[src/shared/spi_sdm_pkg.sv]
// Purpose: constants for the serial status, data and match block
// Assumes: 100 MHz clk, 8-bit registers on a plain strobe port
// Notes: link runs in one clock format, msb first
package spi_sdm_pkg;
  localparam int ADDR_W = 4;
  localparam int DATA_W = 8;
  // ****************************************************
  // register map
  // ****************************************************
  localparam logic [3:0] ADDR_CTRL1 = 4'h0;
  localparam logic [3:0] ADDR_CTRL2 = 4'h1;
  localparam logic [3:0] ADDR_STATUS = 4'h3;
  localparam logic [3:0] ADDR_DATA = 4'h5;
  localparam logic [3:0] ADDR_COMPARE = 4'h6;
  localparam logic [3:0] ADDR_IRQ_STAT = 4'h8;
  localparam logic [3:0] ADDR_IRQ_MASK = 4'h9;
  // status bits
  localparam int BIT_RXFULL = 7;
  localparam int BIT_MATCH = 6;
  localparam int BIT_TXEMPTY = 5;
  localparam int BIT_FAULT = 4;
  // first control register bits
  localparam int C1_IRQ_EN = 7;
  localparam int C1_MASTER = 4;
  localparam int C1_SELECT_OUTPUT_ENABLE = 1;
  // second control register bits
  localparam int C2_MATCH_IRQ = 7;
  localparam int C2_FAULT_EN = 4;
  // sticky event bits
  localparam int EV_RXFULL = 0;
  localparam int EV_MATCH = 1;
  localparam int EV_FAULT = 2;
  localparam int EV_OVERRUN = 3;
  localparam logic [7:0] CTRL1_RST = 8'h00;
  localparam logic [7:0] CTRL2_RST = 8'h00;
  localparam logic [7:0] BYTE_RST = 8'h00;
  localparam logic [3:0] EVENT_RST = 4'h0;
  // synchroniser order {select, mosi, miso, sclk}; select idles high
  localparam logic [3:0] SYNC_RST = 4'h8;
  // ****************************************************
  // timing
  // ****************************************************
  localparam int CLK_PERIOD_NS = 10;
  localparam int SCLK_HALF_NS = 40;
  localparam int HALF_RAW = SCLK_HALF_NS / CLK_PERIOD_NS;
  localparam logic [7:0] SCLK_HALF_CYCLES =
    8'((HALF_RAW < 1) ? 1 : HALF_RAW);
  localparam logic [3:0] LAST_BIT = 4'h7;
  typedef enum logic [1:0] {ST_IDLE, ST_LEAD, ST_SHIFT} link_state_t;
endpackage

[src/rtl/spi_status_data_match.sv]
// Purpose: status flags, data buffers and match compare of a byte serial port
// Assumes: link pins arrive asynchronous and pass two flops first
// Notes: clock format fixed at idle-low, sample on rise, msb first
`timescale 1ns/1ps
`default_nettype none
module spi_status_data_match import spi_sdm_pkg::*; (
  input wire logic clk, // system clock
  input wire logic rst_n, // synchronous reset
  input wire logic [3:0] addr, // register address
  input wire logic [7:0] wrData, // write data
  input wire logic wrStrobe, // write strobe
  input wire logic rdStrobe, // read strobe
  output logic [7:0] rdData, // read data, cycle after strobe
  output logic irq, // interrupt level
  input wire logic sclkIn, // serial clock pin in
  output logic sclkOut, // serial clock pin out
  output logic sclkOeN, // serial clock drive, low drives
  input wire logic mosiIn, // master-out pin in
  output logic mosiOut, // master-out pin out
  output logic mosiOeN, // master-out drive, low drives
  input wire logic misoIn, // master-in pin in
  output logic misoOut, // master-in pin out
  output logic misoOeN, // master-in drive, low drives
  input wire logic ssIn, // select pin in, active low
  output logic ssOut, // select pin out, active low
  output logic ssOeN // select drive, low drives
);
  // ****************************************************
  // pin synchronisers
  // ****************************************************
  logic [3:0] syncA, syncB, syncC;
  always_ff @(posedge clk) begin
    if (!rst_n) begin
      syncA <= SYNC_RST;
      syncB <= SYNC_RST;
      syncC <= SYNC_RST;
    end else begin
      syncA <= {ssIn, mosiIn, misoIn, sclkIn};
      syncB <= syncA;
      syncC <= syncB;
    end
  end
  logic sclkRise, sclkFall, ssLow, ssFell;
  assign sclkRise = syncB[0] & ~syncC[0];
  assign sclkFall = ~syncB[0] & syncC[0];
  assign ssLow = ~syncB[3];
  assign ssFell = ~syncB[3] & syncC[3];

  // ****************************************************
  // state
  // ****************************************************
  logic [7:0] ctrl1, ctrl2, compare, rxBuf, txBuf, shifter;
  logic [3:0] irqStat, irqMask, bitCnt;
  logic txFull, rxFull, matchFlag, faultFlag, cmpPending, latchBit;
  logic armTx, armRx, armMatch, armFault, sclkReg;
  logic [7:0] divCnt;
  link_state_t state;
  logic [7:0] next_ctrl1, next_ctrl2, next_compare, next_rxBuf;
  logic [7:0] next_txBuf, next_shifter, next_rdData, next_divCnt;
  logic [3:0] next_irqStat, next_irqMask, next_bitCnt;
  logic next_txFull, next_rxFull, next_matchFlag, next_faultFlag;
  logic next_cmpPending, next_latchBit, next_sclkReg;
  logic next_armTx, next_armRx, next_armMatch, next_armFault;
  link_state_t next_state;
  logic master, faultEn, select_output_enable, done, faultHit;
  logic wrCtrl1, wrStatus, wrDataPort, rdStatus, rdDataPort;
  logic accept, loadShift;
  logic [7:0] doneByte, statusValue;
  logic [3:0] events;

  assign master = ctrl1[C1_MASTER];
  assign faultEn = ctrl2[C2_FAULT_EN];
  assign select_output_enable = ctrl1[C1_SELECT_OUTPUT_ENABLE];
  assign wrCtrl1 = wrStrobe && addr == ADDR_CTRL1;
  assign wrStatus = wrStrobe && addr == ADDR_STATUS;
  assign wrDataPort = wrStrobe && addr == ADDR_DATA;
  assign rdStatus = rdStrobe && addr == ADDR_STATUS;
  assign rdDataPort = rdStrobe && addr == ADDR_DATA;
  assign accept = wrDataPort && armTx;
  // low nibble unimplemented, transmit-empty is the buffer's emptiness
  assign statusValue = {rxFull, matchFlag, ~txFull, faultFlag, 4'h0};
  assign faultHit = master && faultEn && !select_output_enable && ssFell;

  // ****************************************************
  // next-value logic
  // ****************************************************
  always_comb begin
    next_ctrl1 = ctrl1;
    next_ctrl2 = ctrl2;
    next_compare = compare;
    next_rxBuf = rxBuf;
    next_txBuf = txBuf;
    next_shifter = shifter;
    next_irqStat = irqStat;
    next_irqMask = irqMask;
    next_bitCnt = bitCnt;
    next_txFull = txFull;
    next_rxFull = rxFull;
    next_matchFlag = matchFlag;
    next_faultFlag = faultFlag;
    next_cmpPending = 1'b0;
    next_latchBit = latchBit;
    next_sclkReg = sclkReg;
    next_armTx = armTx;
    next_armRx = armRx;
    next_armMatch = armMatch;
    next_armFault = armFault;
    next_divCnt = divCnt;
    next_state = state;
    next_rdData = 8'h00;
    done = 1'b0;
    loadShift = 1'b0;
    doneByte = {shifter[6:0], latchBit};
    events = 4'h0;
    // software writes; the status register keeps nothing
    if (wrCtrl1) begin
      next_ctrl1 = wrData;
    end
    if (wrStrobe && addr == ADDR_CTRL2) begin
      next_ctrl2 = wrData;
    end
    if (wrStrobe && addr == ADDR_COMPARE) begin
      next_compare = wrData;
    end
    if (wrStrobe && addr == ADDR_IRQ_MASK) begin
      next_irqMask = wrData[3:0];
    end
    if (wrStrobe && addr == ADDR_IRQ_STAT) begin
      next_irqStat = irqStat & ~wrData[3:0];
    end
    // read mux, zero for unmapped
    if (rdStrobe) begin
      case (addr)
        ADDR_CTRL1: next_rdData = ctrl1;
        ADDR_CTRL2: next_rdData = ctrl2;
        ADDR_STATUS: next_rdData = statusValue;
        ADDR_DATA: next_rdData = rxBuf;
        ADDR_COMPARE: next_rdData = compare;
        ADDR_IRQ_STAT: next_rdData = {4'h0, irqStat};
        ADDR_IRQ_MASK: next_rdData = {4'h0, irqMask};
        default: next_rdData = 8'h00;
      endcase
    end
    // two-step clears: arm on status read, act on the second access
    if (rdDataPort && armRx) begin
      next_rxFull = 1'b0;
      next_armRx = 1'b0;
    end
    if (wrStatus && wrData[BIT_MATCH] && armMatch) begin
      next_matchFlag = 1'b0;
      next_armMatch = 1'b0;
    end
    if (wrCtrl1 && armFault) begin
      next_faultFlag = 1'b0;
      next_armFault = 1'b0;
    end
    if (rdStatus) begin
      next_armTx = armTx | ~txFull;
      next_armRx = armRx | rxFull;
      next_armMatch = armMatch | matchFlag;
      next_armFault = armFault | faultFlag;
    end
    // link engine
    case (state)
      ST_IDLE: begin
        next_sclkReg = 1'b0;
        if (master) begin
          next_bitCnt = 4'h0;
          if (txFull) begin
            loadShift = 1'b1;
            next_state = ST_LEAD;
            next_divCnt = 8'h00;
          end
        end else if (!ssLow) begin
          // deselected slave is forced idle
          next_bitCnt = 4'h0;
          loadShift = txFull;
        end else begin
          loadShift = txFull && bitCnt == 4'h0 && !sclkRise;
          if (sclkRise) begin
            next_latchBit = syncB[2];
            next_bitCnt = bitCnt + 4'h1;
            if (bitCnt == LAST_BIT) begin
              done = 1'b1;
              doneByte = {shifter[6:0], syncB[2]};
              next_bitCnt = 4'h0;
            end
          end
          if (sclkFall && bitCnt != 4'h0) begin
            next_shifter = {shifter[6:0], latchBit};
          end
        end
      end
      ST_LEAD: begin
        next_divCnt = divCnt + 8'h01;
        if (divCnt == SCLK_HALF_CYCLES - 8'h01) begin
          next_divCnt = 8'h00;
          next_state = ST_SHIFT;
          next_sclkReg = 1'b1;
          next_latchBit = syncB[1];
        end
      end
      ST_SHIFT: begin
        next_divCnt = divCnt + 8'h01;
        if (divCnt == SCLK_HALF_CYCLES - 8'h01) begin
          next_divCnt = 8'h00;
          next_sclkReg = ~sclkReg;
          if (!sclkReg) begin
            next_latchBit = syncB[1];
          end else begin
            next_shifter = {shifter[6:0], latchBit};
            next_bitCnt = bitCnt + 4'h1;
            if (bitCnt == LAST_BIT) begin
              done = 1'b1;
              next_bitCnt = 4'h0;
              next_state = ST_IDLE; // queued byte loads next
            end
          end
        end
      end
      default: next_state = ST_IDLE;
    endcase
    if (loadShift) begin
      next_shifter = txBuf;
      next_txFull = 1'b0;
    end
    if (accept) begin
      next_txBuf = wrData;
      next_txFull = 1'b1;
      next_armTx = 1'b0;
    end
    // completion: unread previous byte means the new one is lost
    if (done) begin
      events[EV_RXFULL] = 1'b1;
      if (next_rxFull) begin
        events[EV_OVERRUN] = 1'b1;
      end else begin
        next_rxBuf = doneByte;
        next_rxFull = 1'b1;
        next_cmpPending = 1'b1;
      end
    end
    if (cmpPending && rxBuf == compare) begin
      next_matchFlag = 1'b1;
      events[EV_MATCH] = 1'b1;
    end
    // a fault drops to slave and abandons the transfer
    if (faultHit) begin
      next_faultFlag = 1'b1;
      next_ctrl1[C1_MASTER] = 1'b0;
      next_state = ST_IDLE;
      next_bitCnt = 4'h0;
      next_sclkReg = 1'b0;
      events[EV_FAULT] = 1'b1;
    end
    // events win over a same-cycle clear
    next_irqStat = next_irqStat | events;
  end

  // ****************************************************
  // registers
  // ****************************************************
  always_ff @(posedge clk) begin
    if (!rst_n) begin
      ctrl1 <= CTRL1_RST;
      ctrl2 <= CTRL2_RST;
      compare <= BYTE_RST;
      rxBuf <= BYTE_RST;
      txBuf <= BYTE_RST;
      shifter <= BYTE_RST;
      rdData <= BYTE_RST;
      divCnt <= BYTE_RST;
      irqStat <= EVENT_RST;
      irqMask <= EVENT_RST;
      bitCnt <= 4'h0;
      txFull <= 1'b0;
      rxFull <= 1'b0;
      matchFlag <= 1'b0;
      faultFlag <= 1'b0;
      cmpPending <= 1'b0;
      latchBit <= 1'b0;
      sclkReg <= 1'b0;
      armTx <= 1'b0;
      armRx <= 1'b0;
      armMatch <= 1'b0;
      armFault <= 1'b0;
      state <= ST_IDLE;
    end else begin
      ctrl1 <= next_ctrl1;
      ctrl2 <= next_ctrl2;
      compare <= next_compare;
      rxBuf <= next_rxBuf;
      txBuf <= next_txBuf;
      shifter <= next_shifter;
      rdData <= next_rdData;
      divCnt <= next_divCnt;
      irqStat <= next_irqStat;
      irqMask <= next_irqMask;
      bitCnt <= next_bitCnt;
      txFull <= next_txFull;
      rxFull <= next_rxFull;
      matchFlag <= next_matchFlag;
      faultFlag <= next_faultFlag;
      cmpPending <= next_cmpPending;
      latchBit <= next_latchBit;
      sclkReg <= next_sclkReg;
      armTx <= next_armTx;
      armRx <= next_armRx;
      armMatch <= next_armMatch;
      armFault <= next_armFault;
      state <= next_state;
    end
  end

  // ****************************************************
  // pins and interrupt
  // ****************************************************
  assign sclkOut = sclkReg;
  assign sclkOeN = ~master;
  assign mosiOut = shifter[7];
  assign mosiOeN = ~master;
  assign misoOut = shifter[7];
  assign misoOeN = master | ~ssLow;
  assign ssOut = (state == ST_IDLE);
  assign ssOeN = ~(master && faultEn && select_output_enable);
  assign irq = (|(irqStat & irqMask))
    | (matchFlag & ctrl2[C2_MATCH_IRQ])
    | (faultFlag & ctrl1[C1_IRQ_EN]);
endmodule
`default_nettype wire

[config.mk]
export PLATFORM = sky130hd
export DESIGN_NAME = spi_status_data_match
export DESIGN_NICKNAME = d
export VERILOG_FILES = /design/src/shared/spi_sdm_pkg.sv /design/src/rtl/spi_status_data_match.sv
export SDC_FILE = /design/constraint.sdc
export NUM_CORES = 1
export LEC_CHECK = 0
export BUFFER_PORTS_ARGS = -buffer_cell sky130_fd_sc_hd__buf_2
export CORE_MARGIN = 2
export CORE_UTILIZATION = 55
export CTS_CLUSTER_DIAMETER = 60
export DETAILED_ROUTE_END_ITERATION = 8
export GPL_TIMING_DRIVEN = 0
export PLACE_DENSITY = 0.74
export RECOVER_POWER = 100
export SYNTH_ARGS = -nofsm -noshare
export SYNTH_HDL_FRONTEND = slang
export SYNTH_SLANG_ARGS = --single-unit
export TNS_END_PERCENT = 1
[constraint.sdc]
create_clock -name clk -period 2.1 [get_ports clk]
set_input_delay 0.42 -clock clk [delete_from_list [all_inputs] [get_ports clk]]
set_output_delay 0.42 -clock clk [all_outputs]
set_load 0.005 [all_outputs]
==> out/summary.md, run 1 <==
VDD sags by at most 484 uV. For the instance count after placement with tap cells included, the log shows 650. sky130_fd_sc_hd__dfxtp_1 is the most common cell in the netlist.

Setup repair after global routing could not meet its margin everywhere. The critical path is of the flop to flop type. The number of antenna diodes in the final layout is 0.

The number of flops mapped to enable cells by yosys is 0. The area of all sequential standard cells is 1980 sq um, and the starting density of the core is 57.4%. The final-report hold violation count was 0; the worst slack at placement was -0.250 ns. STA puts the critical path data required time at 2.39 ns. TritonCTS built the clock tree. After detailed routing, the average wire length per cell comes to 17.5 um. The number of global-route vias before repair was 3929; the number of buffers created by CTS was 9. Setup violations remaining at the end of the flow were counted as 0.

Summing all multi-input logic gate instances after layout gives 2340 sq um. The final number of max-transition violations was 0; the area of the die was 8920 sq um. The HPWL after detailed placement is 8540 um. The critical-path maximum fanout is 5.

For this design the ratio of total power to cell area is 673 nW/um^2. The total detailed-routing wirelength came out at 11800 um. The endpoint type of the worst setup path was a flop. Transition time at the pin with the least slew margin: 0.920 ns. Relative to the synthesized area, the layout overhead comes to 13.0%. Proportion of layout cells with a drive suffix above 1: 14.4%.

The worst clock skew is 0.00906 ns, and the die span in x is 94.5 um. Maximum clock path buffer count: 2. By area the synthesized netlist is led by sky130_fd_sc_hd__dfxtp_1, sky130_fd_sc_hd__a21oi_1, sky130_fd_sc_hd__nand2_1.

The pre-antenna-repair detailed-routing pass consisted of 6 iterations. Clock latency on the worst-skew pair, taken at its later pin, is 0.38 ns. The pin count of the biggest net entering global routing is 20, and the clock period minus worst slack is 2.07 ns. Ranked by instance count, the synthesized netlist is headed by sky130_fd_sc_hd__dfxtp_1, sky130_fd_sc_hd__nand2_1, sky130_fd_sc_hd__a21oi_1. The run finished with clean final reports. Once routing completed, OpenROAD measured the worst setup slack at 0.0309 ns. The number of antenna violations at the first check in global routing was 0; the via count normalized by instance count was 6.05. The clock tree synthesis step divided the H-tree into 3 levels.

The first global-routing pass estimated 19300 um of wire. For the non-filler instance count after layout, the log shows 673. At the end of routability-driven placement, the weighted congestion stood at 0.943. The die height was 94.5 um; the clock edge transition at the registers on the reported setup and hold paths was 0.10 ns. Post-detailed-route DRC marker count: 0.

After floorplanning, the core was divided into 32 placement rows. After synthesis, the netlist uses 57 different library cells. The post-route fraction of the period consumed by the critical path was 98.5%; the max-capacitance violation count was 0. In this run the clock root is driven by a sky130_fd_sc_hd__clkbuf_8. The count of nets left with antenna violations once routing finished came out at 0. Summing over every cut layer, the via total after detailed routing is 4072. After global routing the overflow that remains totals 0. STA puts the critical path data arrival time at 2.35 ns. Of the synthesized area, sequential elements account for 44.0%.

The flip-flop cell with the highest count after synthesis was sky130_fd_sc_hd__dfxtp_1. Post-cts hold buffer count: 0. For the post-layout total power, the log shows 3.42 mW. Measured against its own limit, the worst slew margin works out to 38.1%. Across every metal layer, demand over resource in global routing totals 28.0%. In this run, the number of DRC markers left after iteration 0 of detailed routing was 340.

The worst setup path is launched from a flop. The synthesized design contains 99 register bits. Synthesis produced a netlist with a net count of 545. The top cell type by area accounts for 44.0% of the synthesized area.

The biggest area contributor in the post-synthesis netlist is sky130_fd_sc_hd__dfxtp_1. After floorplanning, the core was sized to cover 7850 sq um. Based on the critical path, the design can be clocked at up to 483 MHz. Fill cells in the final layout number 716. The net count of the finished layout is 595.

During synthesis, Yosys emitted a total of 0 warnings. The logs give 4500 sq um for the synthesized area and 37 for the number of top-level pins. For this design, the sink count on the clock tree is 99. For the post-synthesis instance total, the log shows 516.

The path category of the worst min-delay check is primary input to flop. The number of port buffers was 32; the mean post-synth cell area was 8.72 sq um. The post-synthesis async set-or-reset flop share came out at 0%. The run gives 1.83 nW as the leakage power of the design.
[logic make-up (layout without fill, tap and decap cells)]
kind of cell,Yosys count,in the layout,synth area share [%]
buffers and inverters,43,98,4.61
adders and majority gates,9,9,2.50
muxes,20,20,5.56
and+or+nand+nor,208,208,22.4
DFF,99,99,44.0
AOI/OAI and AO/OA,122,122,18.0
xor gates and xnor gates,15,15,2.92
[registers in the layout, indices dropped and copies added (netlist names), 8 cells and up]
register and flops:
compare 8, ctrl1 8, ctrl2 8, divCnt 8, rdData 8, rxBuf 8, shifter 8, txBuf 8
[placed cells by master (no fill, tap or decap), types with 3 or more instances in the layout]
master,count
sky130_fd_sc_hd__and2_1,8
sky130_fd_sc_hd__a21oi_1,56
sky130_fd_sc_hd__a21o_1,3
sky130_fd_sc_hd__nand2_1,71
sky130_fd_sc_hd__o21ai_0,6
sky130_fd_sc_hd__buf_6,5
sky130_fd_sc_hd__a311oi_1,6
sky130_fd_sc_hd__nand3_1,43
sky130_fd_sc_hd__xnor2_1,9
sky130_fd_sc_hd__xor2_1,6
sky130_fd_sc_hd__a22oi_1,12
sky130_fd_sc_hd__buf_2,22
sky130_fd_sc_hd__ha_1,6
sky130_fd_sc_hd__clkbuf_2,4
sky130_fd_sc_hd__nand2b_1,8
sky130_fd_sc_hd__a31oi_1,5
sky130_fd_sc_hd__buf_4,8
sky130_fd_sc_hd__mux2i_1,16
sky130_fd_sc_hd__nor3_1,6
sky130_fd_sc_hd__inv_8,3
sky130_fd_sc_hd__a222oi_1,4
sky130_fd_sc_hd__inv_1,10
sky130_fd_sc_hd__nand4_1,8
sky130_fd_sc_hd__and3_1,3
sky130_fd_sc_hd__nand4b_1,3
sky130_fd_sc_hd__dfxtp_1,97
sky130_fd_sc_hd__nand3b_1,3
sky130_fd_sc_hd__mux4_2,4
sky130_fd_sc_hd__o21ai_1,8
sky130_fd_sc_hd__clkbuf_8,9
sky130_fd_sc_hd__clkbuf_1,30
sky130_fd_sc_hd__nor2_1,38
sky130_fd_sc_hd__ha_2,3
[worst max-delay path, cell delays in order (launching register included)]
cell                       delay, ns
sky130_fd_sc_hd__dfxtp_1        0.36
sky130_fd_sc_hd__inv_1          0.07
sky130_fd_sc_hd__ha_1           0.17
sky130_fd_sc_hd__nor3b_2        0.20
sky130_fd_sc_hd__a41oi_1        0.16
sky130_fd_sc_hd__buf_6          0.16
sky130_fd_sc_hd__a221oi_4       0.37
sky130_fd_sc_hd__buf_6          0.16
sky130_fd_sc_hd__a21oi_1        0.06
sky130_fd_sc_hd__a311oi_1       0.26
[path summary, 6_finish.rpt]
| check | start | end | slack [ns] | cells after the start |
|---|---|---|---|---|
| worst max-delay path | bitCnt[0] | shifter[7] | 0.03 | 9 |
| worst min-delay path | ssIn | syncA[3] | 0.23 | 2 |
| worst max register to register | bitCnt[0] | shifter[7] | 0.03 | 9 |
| worst min register to register | syncA[3] | syncB[3] | 0.42 | 1 |
[power breakdown]
group,internal (mW),total (mW),switching (mW)
clock network,0.587,1.34,0.752
registers,1.89,1.90,0.0115
logic,0.0534,0.180,0.127
total,2.53,3.42,0.890
[layer usage]
layer  part of all wire, %  up-vias  GRT usage (%)
met1                    44     1933           38.8
met5                     0        -              0
met2                    47      166           45.8
li1                      -     1949              -
met4                   1.6        0           6.64
met3                   8.1       24           4.79
[cell type report]
cell class | instances | share of cell area (%)
Multi-Input combinational cell | 374 | 46.1
Sequential cell | 99 | 39.0
Inverter | 10 | 0.738
Buffer | 32 | 3.27
Tap cell | 102 | 2.51
Clock buffer | 9 | 2.44
Clock inverter | 7 | 1.77
Timing Repair Buffer | 40 | 4.16
[through the flow]
stage                     hold WS [ns]  setup TNS (ns)  instance area (sq um)  util, %
after floorplan                  0.386               0                   4500        -
after global placement           0.394           -3.66                   4790     61.0
after detailed placement         0.404           -4.93                   4790     61.0
after CTS                        0.227               0                   5100     65.0
after global routing             0.231           -1.20                   5080     64.8
final                            0.230               0                   5080     64.8
[repair_timing]
action,in CTS,in global routing
setup buffers,8,0
hold endpoints to repair,0,0
cloned,0,0
resized for setup,9,9
pin swaps,3,5
endpoints found under the setup margin,26,28
(Power assumes the default switching activity.)
==> inputs of run 2 (changes only) <==
--- a/config.mk
+++ b/config.mk
@@ -5,7 +5,7 @@
 export SDC_FILE = /design/constraint.sdc
 export NUM_CORES = 1
 export LEC_CHECK = 0
-export BUFFER_PORTS_ARGS = -buffer_cell sky130_fd_sc_hd__buf_2
+export BUFFER_PORTS_ARGS = -buffer_cell sky130_fd_sc_hd__buf_4
 export CORE_MARGIN = 2
 export CORE_UTILIZATION = 55
 export CTS_CLUSTER_DIAMETER = 60
==> run 2 against run 1 <==
Compared with the run above: the run now ends with setup timing left; hold slack better by 0.0040 ns; total power is 1.7% higher; cell count is 0.15% lower; clock power is 4% higher; fmax is 1.9% lower; first-iteration DRC count is 22% lower.
==> out/summary.md, run 2 (synthesized netlist as in run 1, its figures left out) <==
The run finished, with violations left. The final reports fail on setup timing. The clock insertion delay at the later pin of the skew report was 0.37 ns (was 0.38 ns).

Kind of cell adding the most delay to the critical path: compound AO/OA/AOI/OAI gates (unchanged). The starting density of the core is 57.4% (unchanged). The number of buffers created by CTS is 9 (unchanged). Die height: 94.5 um (unchanged). The tools report the endpoint type of the worst setup path as a flop (unchanged). The length of routed wiring on met1 came out at 5160 um (was 5140 um). The tools report the area after detailed placement as 4870 sq um (was 4790 sq um). Cell with the biggest individual delay on the critical path: sky130_fd_sc_hd__a221oi_4 (unchanged).

The worst clock skew was 0.0119 ns (was 0.00906 ns). The run gives 594 (was 595) as the net count reported at finish. The maximum clock path buffer count is 2 (unchanged), and the worst hold margin is 0.234 ns (was 0.230 ns).

The tools report the number of fillers in the final layout as 668 (was 716). The tools report the core footprint as 7850 sq um (unchanged). Category of the most critical setup path: flop to flop (unchanged).

Area of the die: 8920 sq um (unchanged). The area of combinational cells with multiple inputs was 2410 sq um (was 2340 sq um); the synthesis-to-finish area growth was 16.4% (was 13.0%). Highest metal layer used by the detailed router: met4 (unchanged).

For the pin count of the biggest net entering global routing, the log shows 17 (was 20). The tools report the total iterations of the first detailed-routing run as 5 (was 6). Crit path cell chain: ha_2 > nor4b_4 > nand2_2 > a221oi_4 > buf_6 > a21oi_1 > a311oi_1 (was inv_1 > ha_1 > nor3b_2 > a41oi_1 > buf_6 > a221oi_4 > buf_6 > a21oi_1 > a311oi_1).

The peak supply drop was 430 uV (was 484 uV); the global-route usage over all layers was 26.8% (was 28.0%). The tools report the via count as 4157 (was 4072). The final-report setup violation count was 1 (was 0); the area of all sequential standard cells was 1990 sq um (was 1980 sq um).

For the post-detailed-route DRC marker count, the log shows 0 (unchanged). The tools report the final standard cell area without fillers as 5240 sq um (was 5080 sq um). The logs give 0 (unchanged) for the post-cts hold buffer count and 1.88 nW (was 1.83 nW) for the leakage power of the design.

The post-DP HPWL is 8360 um (was 8540 um). The power per unit of standard cell area was 664 nW/um^2 (was 673 nW/um^2); the clock edge transition at the registers on the reported setup and hold paths was 0.09 ns (was 0.10 ns). The cell at the root of the clock tree is sky130_fd_sc_hd__clkbuf_8 (unchanged). The proportion of layout cells with a drive suffix above 1 was 16.8% (was 14.4%). Leading cell type in the layout, fill and taps excluded: sky130_fd_sc_hd__dfxtp_1 (unchanged). The run gives 0 (unchanged) as the final-report hold violation count. For the post-route setup TNS, the log shows -0.00990 ns (was 0 ns). The logs give 66.8% (was 64.8%) for the share of the core filled with cells in the final layout and -0.00990 ns (was 0.0309 ns) for the worst path setup slack after routing. The run gives 0.906 (was 0.943) as the global placement routability congestion. Clock sink count: 99 (unchanged).

The via count normalized by instance count was 6.19 (was 6.05); the longest individual stage delay on the worst path was 0.43 ns (was 0.37 ns). The routed length per placed instance works out to 17.7 um (was 17.5 um). The number of antenna violations at the first check in global routing was 0 (unchanged). The startpoint kind of the worst setup timing path was a flop (unchanged). Die span in x: 94.5 um (unchanged). The critical-path maximum fanout came out at 5 (unchanged). The number of port buffers is 32 (unchanged), and the row count is 32 (unchanged). The tools report the initial detailed-routing violation count as 266 (was 340).

The highest attainable clock frequency was 474 MHz (was 483 MHz); the clock period minus worst slack was 2.11 ns (was 2.07 ns). TritonCTS built the clock tree. The logs give 37 (unchanged) for the number of top-level pins and 2.39 ns (was 2.35 ns) for the data arrival time at the worst-slack endpoint.

For the amount of wire on met3 after detailed routing, the log shows 965 um (was 952 um). Setup repair after global routing could not meet its margin everywhere. Most used cells in the layout excluding fill and tap cells: sky130_fd_sc_hd__dfxtp_1, sky130_fd_sc_hd__nand2_1, sky130_fd_sc_hd__a21oi_1 (unchanged).

The sum of buffers and inverters on the critical path works out to 1 (was 3). The tools report the number of antenna repair diodes as 0 (unchanged). For the remaining max-slew budget at the tightest pin, the log shows 46.0% (was 38.1%). The number of global-route vias before repair is 3745 (was 3929). The tools report the max-capacitance violation count as 0 (unchanged).

For the final number of max-transition violations, the log shows 0 (unchanged). The detailed-routed wire length on met2 came out at 5470 um (was 5510 um). The post-route fraction of the period consumed by the critical path is 100% (was 98.5%), and the level count of the clock H-tree is 3 (unchanged). Worst slack at placement: -0.253 ns (was -0.250 ns). The path category of the worst min-delay check is primary input to flop (unchanged). The global-route wire length before repair was 18500 um (was 19300 um); the transition time at the pin with the least slew margin was 0.806 ns (was 0.920 ns). The run gives 2.38 ns (was 2.39 ns) as the required time at the endpoint of the critical path. Number of nets with antenna violations after routing: 0 (unchanged). The total congestion overflow after global routing is 0 (unchanged). The tools report the total detailed-routing wirelength as 11900 um (was 11800 um).
run 2: cell count changes in the layout (fill, tap and decap cells not counted), moves of 3 or more:
cell,change
sky130_fd_sc_hd__buf_4,+18
sky130_fd_sc_hd__and2_0,+3
sky130_fd_sc_hd__clkbuf_1,-7
sky130_fd_sc_hd__and2_1,-3
sky130_fd_sc_hd__inv_8,-3
sky130_fd_sc_hd__clkbuf_4,+11
sky130_fd_sc_hd__buf_2,-21
run 2: layer usage:
metal	vias to the layer above	track usage (%)
met2	197	41.8
met5	-	0
li1	1944	-
met3	33	5.43
met1	1983	37.0
met4	0	9.78
run 2: power by group:
group	internal, mW	switching, mW
registers	1.89	0.0113
clock network	0.711	0.676
logic	0.0639	0.127
run 2: what timing repair did:
| item | in CTS | in global routing |
|---|---|---|
| resized for setup | 10 | 19 |
| setup buffers | 2 | 4 |
| hold endpoints to repair | 0 | 0 |
| endpoints found under the setup margin | 24 | 32 |
| pin swaps | 3 | 2 |
run 2: per-stage QoR:
stage,power [mW],std cells
after detailed placement,2.13,650
after global placement,2.13,650
after global routing,3.58,672
final,3.48,672
after CTS,3.48,668
after floorplan,2.05,516
run 2: layout make-up:
type                    count  area share [%]
clock buffers              11            2.70
well taps                 102            2.44
flip-flops and latches     99            37.9
inverters                  10           0.716
multi-input cells         374            45.9
plain buffers              33            3.25
clock inverters             5            1.58
repair buffers             38            5.44
run 2: path summary, 6_finish.rpt:
path | from | end | slack (ns) | depth (start not counted)
max | divCnt[1] | shifter[4] | -0.01 | 7
min | ssIn | syncA[3] | 0.23 | 2
max reg2reg | divCnt[1] | shifter[4] | -0.01 | 7
min reg2reg | syncA[3] | syncB[3] | 0.42 | 1
==> inputs of run 3 (changes only) <==
--- a/config.mk
+++ b/config.mk
@@ -13,6 +13,7 @@
 export GPL_TIMING_DRIVEN = 0
 export PLACE_DENSITY = 0.74
 export RECOVER_POWER = 100
+export REMOVE_ABC_BUFFERS = 1
 export SYNTH_ARGS = -nofsm -noshare
 export SYNTH_HDL_FRONTEND = slang
 export SYNTH_SLANG_ARGS = --single-unit
==> run 3 against run 2 <==
Compared with the run above: the flow now finishes without violations; final area is 1.2% lower; die area stayed put; fmax is 2.2% higher; combinational power about the same; clock power decreased by 18%; total power down 7.2%; worst setup slack improved by 0.046 ns; non-clock buffer count is 21 lower; clock-buffer cell count down 1; core utilization shrank 0.78 points; largest power group unchanged; sequential share of layout area up 0.47 points.
==> out/summary.md, run 3 (synthesized netlist as in run 1, its figures left out) <==
The tools report the area of combinational cells with multiple inputs as 2430 sq um (was 2410 sq um). The leading cell type in the layout, fill and taps excluded is sky130_fd_sc_hd__dfxtp_1 (unchanged). The tools report the post-detailed-route DRC marker count as 0 (unchanged). The final number of max-transition violations was 0 (unchanged); the post-cts hold buffer count was 0 (unchanged).

The area of the die is 8920 sq um (unchanged). The global placement routability congestion was 0.919 (was 0.906); the global-route usage over all layers was 26.1% (was 26.8%). Category of the most critical setup path: primary input to flop (was flop to flop).

The proportion of layout cells with a drive suffix above 1 is 18.6% (was 16.8%), and the non-filler instance count after layout is 651 (was 672). The number of fillers in the final layout was 677 (was 668); the worst hold margin was 0.233 ns (was 0.234 ns). Cell with the biggest individual delay on the critical path: sky130_fd_sc_hd__nor4_2 (was sky130_fd_sc_hd__a221oi_4). The run gives 484 MHz (was 474 MHz) as the highest attainable clock frequency. The tools report the total congestion overflow after global routing as 0 (unchanged). Path category of the worst min-delay check: primary input to flop (unchanged). The routed length per placed instance came out at 17.4 um (was 17.7 um). The tools report the maximum clock path buffer count as 2 (unchanged).

The data arrival time at the worst-slack endpoint is 2.31 ns (was 2.39 ns), and the worst path setup slack after routing is 0.0356 ns (was -0.00990 ns). Number of cells on the worst reg-to-reg path: 7 (unchanged). Final-report setup violation count: 0 (was 1).

The kind of cell adding the most delay to the critical path was simple AND/OR/NAND/NOR gates (was compound AO/OA/AOI/OAI gates). The logs give 7850 sq um (unchanged) for the core footprint and 0 (unchanged) for the number of antenna repair diodes. The worst clock skew is 0.0125 ns (was 0.0119 ns).

The tools report the final-report hold violation count as 0 (unchanged). The post-route fraction of the period consumed by the critical path is 98.3% (was 100%). The run gives 624 (was 650) as the instance count after placement with tap cells included. For the final standard cell area without fillers, the log shows 5180 sq um (was 5240 sq um).

The clock insertion delay at the later pin of the skew report is 0.37 ns (about the same). Crit path cell chain: clkbuf_4 > nor4_2 > nand2_1 > a32oi_1 > nor2_1 (was ha_2 > nor4b_4 > nand2_2 > a221oi_4 > buf_6 > a21oi_1 > a311oi_1). The number of cells traversed by the worst hold path works out to 2 (unchanged).

The clock sink count came out at 99 (unchanged). The number of nets with antenna violations after routing was 0 (unchanged); the area after detailed placement was 4800 sq um (was 4870 sq um). Most used cells in the layout excluding fill and tap cells: sky130_fd_sc_hd__dfxtp_1, sky130_fd_sc_hd__nand2_1, sky130_fd_sc_hd__a21oi_1 (unchanged).

Startpoint kind of the worst setup timing path: a primary input (was a flop). The transition time at the pin with the least slew margin was 1.26 ns (was 0.806 ns); the power per unit of standard cell area was 624 nW/um^2 (was 664 nW/um^2). Via count: 3988 (was 4157). The run finished with clean final reports. The number of global-route vias before repair is 3650 (was 3745), and the post-layout total power is 3.23 mW (was 3.48 mW).

The worst slack at placement was -0.974 ns (was -0.253 ns). The number of port buffers is 36 (was 32), and the clock edge transition at the registers on the reported setup and hold paths is 0.09 ns (about the same). The number of buffers created by CTS came out at 9 (unchanged).

The tools report the starting density of the core as 57.4% (unchanged). The critical-path maximum fanout is 14 (was 5), and the clock period minus worst slack is 2.06 ns (was 2.11 ns). The count of cell instances traversed by the critical path was 5 (was 7); the area of all sequential standard cells was 1990 sq um (about the same).

The longest individual stage delay on the worst path is 0.81 ns (was 0.43 ns), and the pin count of the biggest net entering global routing is 37 (was 17). The run gives 1.86 nW (was 1.88 nW) as the leakage power of the design. The level count of the clock H-tree is 3 (unchanged), and the total iterations of the first detailed-routing run is 7 (was 5). The die span in x came out at 94.5 um (unchanged). For the global-route wire length before repair, the log shows 18100 um (was 18500 um).

The tools report the peak supply drop as 451 uV (was 430 uV). The total detailed-routing wirelength is 11400 um (was 11900 um), and the row count is 32 (unchanged). The required time at the endpoint of the critical path is 2.35 ns (was 2.38 ns). The sum of buffers and inverters on the critical path was 1 (unchanged); the die height was 94.5 um (unchanged). For the number of top-level pins, the log shows 37 (unchanged). The run gives 7610 um (was 8360 um) as the post-DP HPWL. The tools report the initial detailed-routing violation count as 341 (was 266).

The synthesis-to-finish area growth is 15.0% (was 16.4%). The via count normalized by instance count was 6.13 (was 6.19). The cell at the root of the clock tree was sky130_fd_sc_hd__clkbuf_8 (unchanged). The post-route setup TNS is 0 ns (was -0.00990 ns), and the net count reported at finish is 573 (was 594).

The tools report the remaining max-slew budget at the tightest pin as 15.1% (was 46.0%). For the number of antenna violations at the first check in global routing, the log shows 0 (unchanged). The run gives 0 (unchanged) as the max-capacitance violation count. Endpoint type of the worst setup path: a flop (unchanged).

TritonCTS built the clock tree. Share of the core filled with cells in the final layout: 66.0% (was 66.8%).
-- run 3: final cells by class --
class	instances	area share (%)
Multi-Input combinational cell	374	47.0
Sequential cell	99	38.4
Timing Repair Buffer	50	8.00
Clock buffer	10	2.46
Tap cell	102	2.46
Clock inverter	6	0.942
Inverter	10	0.725
-- run 3: path summary, 6_finish.rpt --
check                 start  slack (ns)  endpoint
hold / removal         ssIn        0.23  syncA[3]
setup / recovery    addr[0]        0.04  armFault
setup reg to reg  divCnt[0]        0.10  rxBuf[0]
hold reg to reg    syncA[3]        0.43  syncB[3]
-- run 3: power by group --
group | internal, mW | switching (mW)
logic | 0.0681 | 0.125
clock network | 0.444 | 0.691
registers | 1.89 | 0.0113
-- run 3: layer usage --
metal / vias to the layer above / wire length (um) / track usage, % / part of all wire, %
met4: 0 / 206 / 8.09 / 1.8
met2: 167 / 5360 / 41.0 / 47
met3: 25 / 823 / 6.38 / 7.2
li1: 1893 / - / - / -
met5: - / 0 / 0 / 0
met1: 1903 / 4960 / 35.8 / 44
-- run 3: worst reg2reg max path: cells and delay by family, from the launching register on --
kind            cells  cell delay (ns)
flops               1             0.38
simple gates        3             0.63
fa+ha+maj           1             0.22
buf+inv             1             0.18
compound gates      2             0.51
-- run 3: timing repair --
| action | CTS | global route |
|---|---|---|
| setup buffers | 2 | 9 |
| gates resized for setup | 15 | 8 |
| pin swaps | 11 | 4 |
| setup endpoints to repair | 27 | 16 |
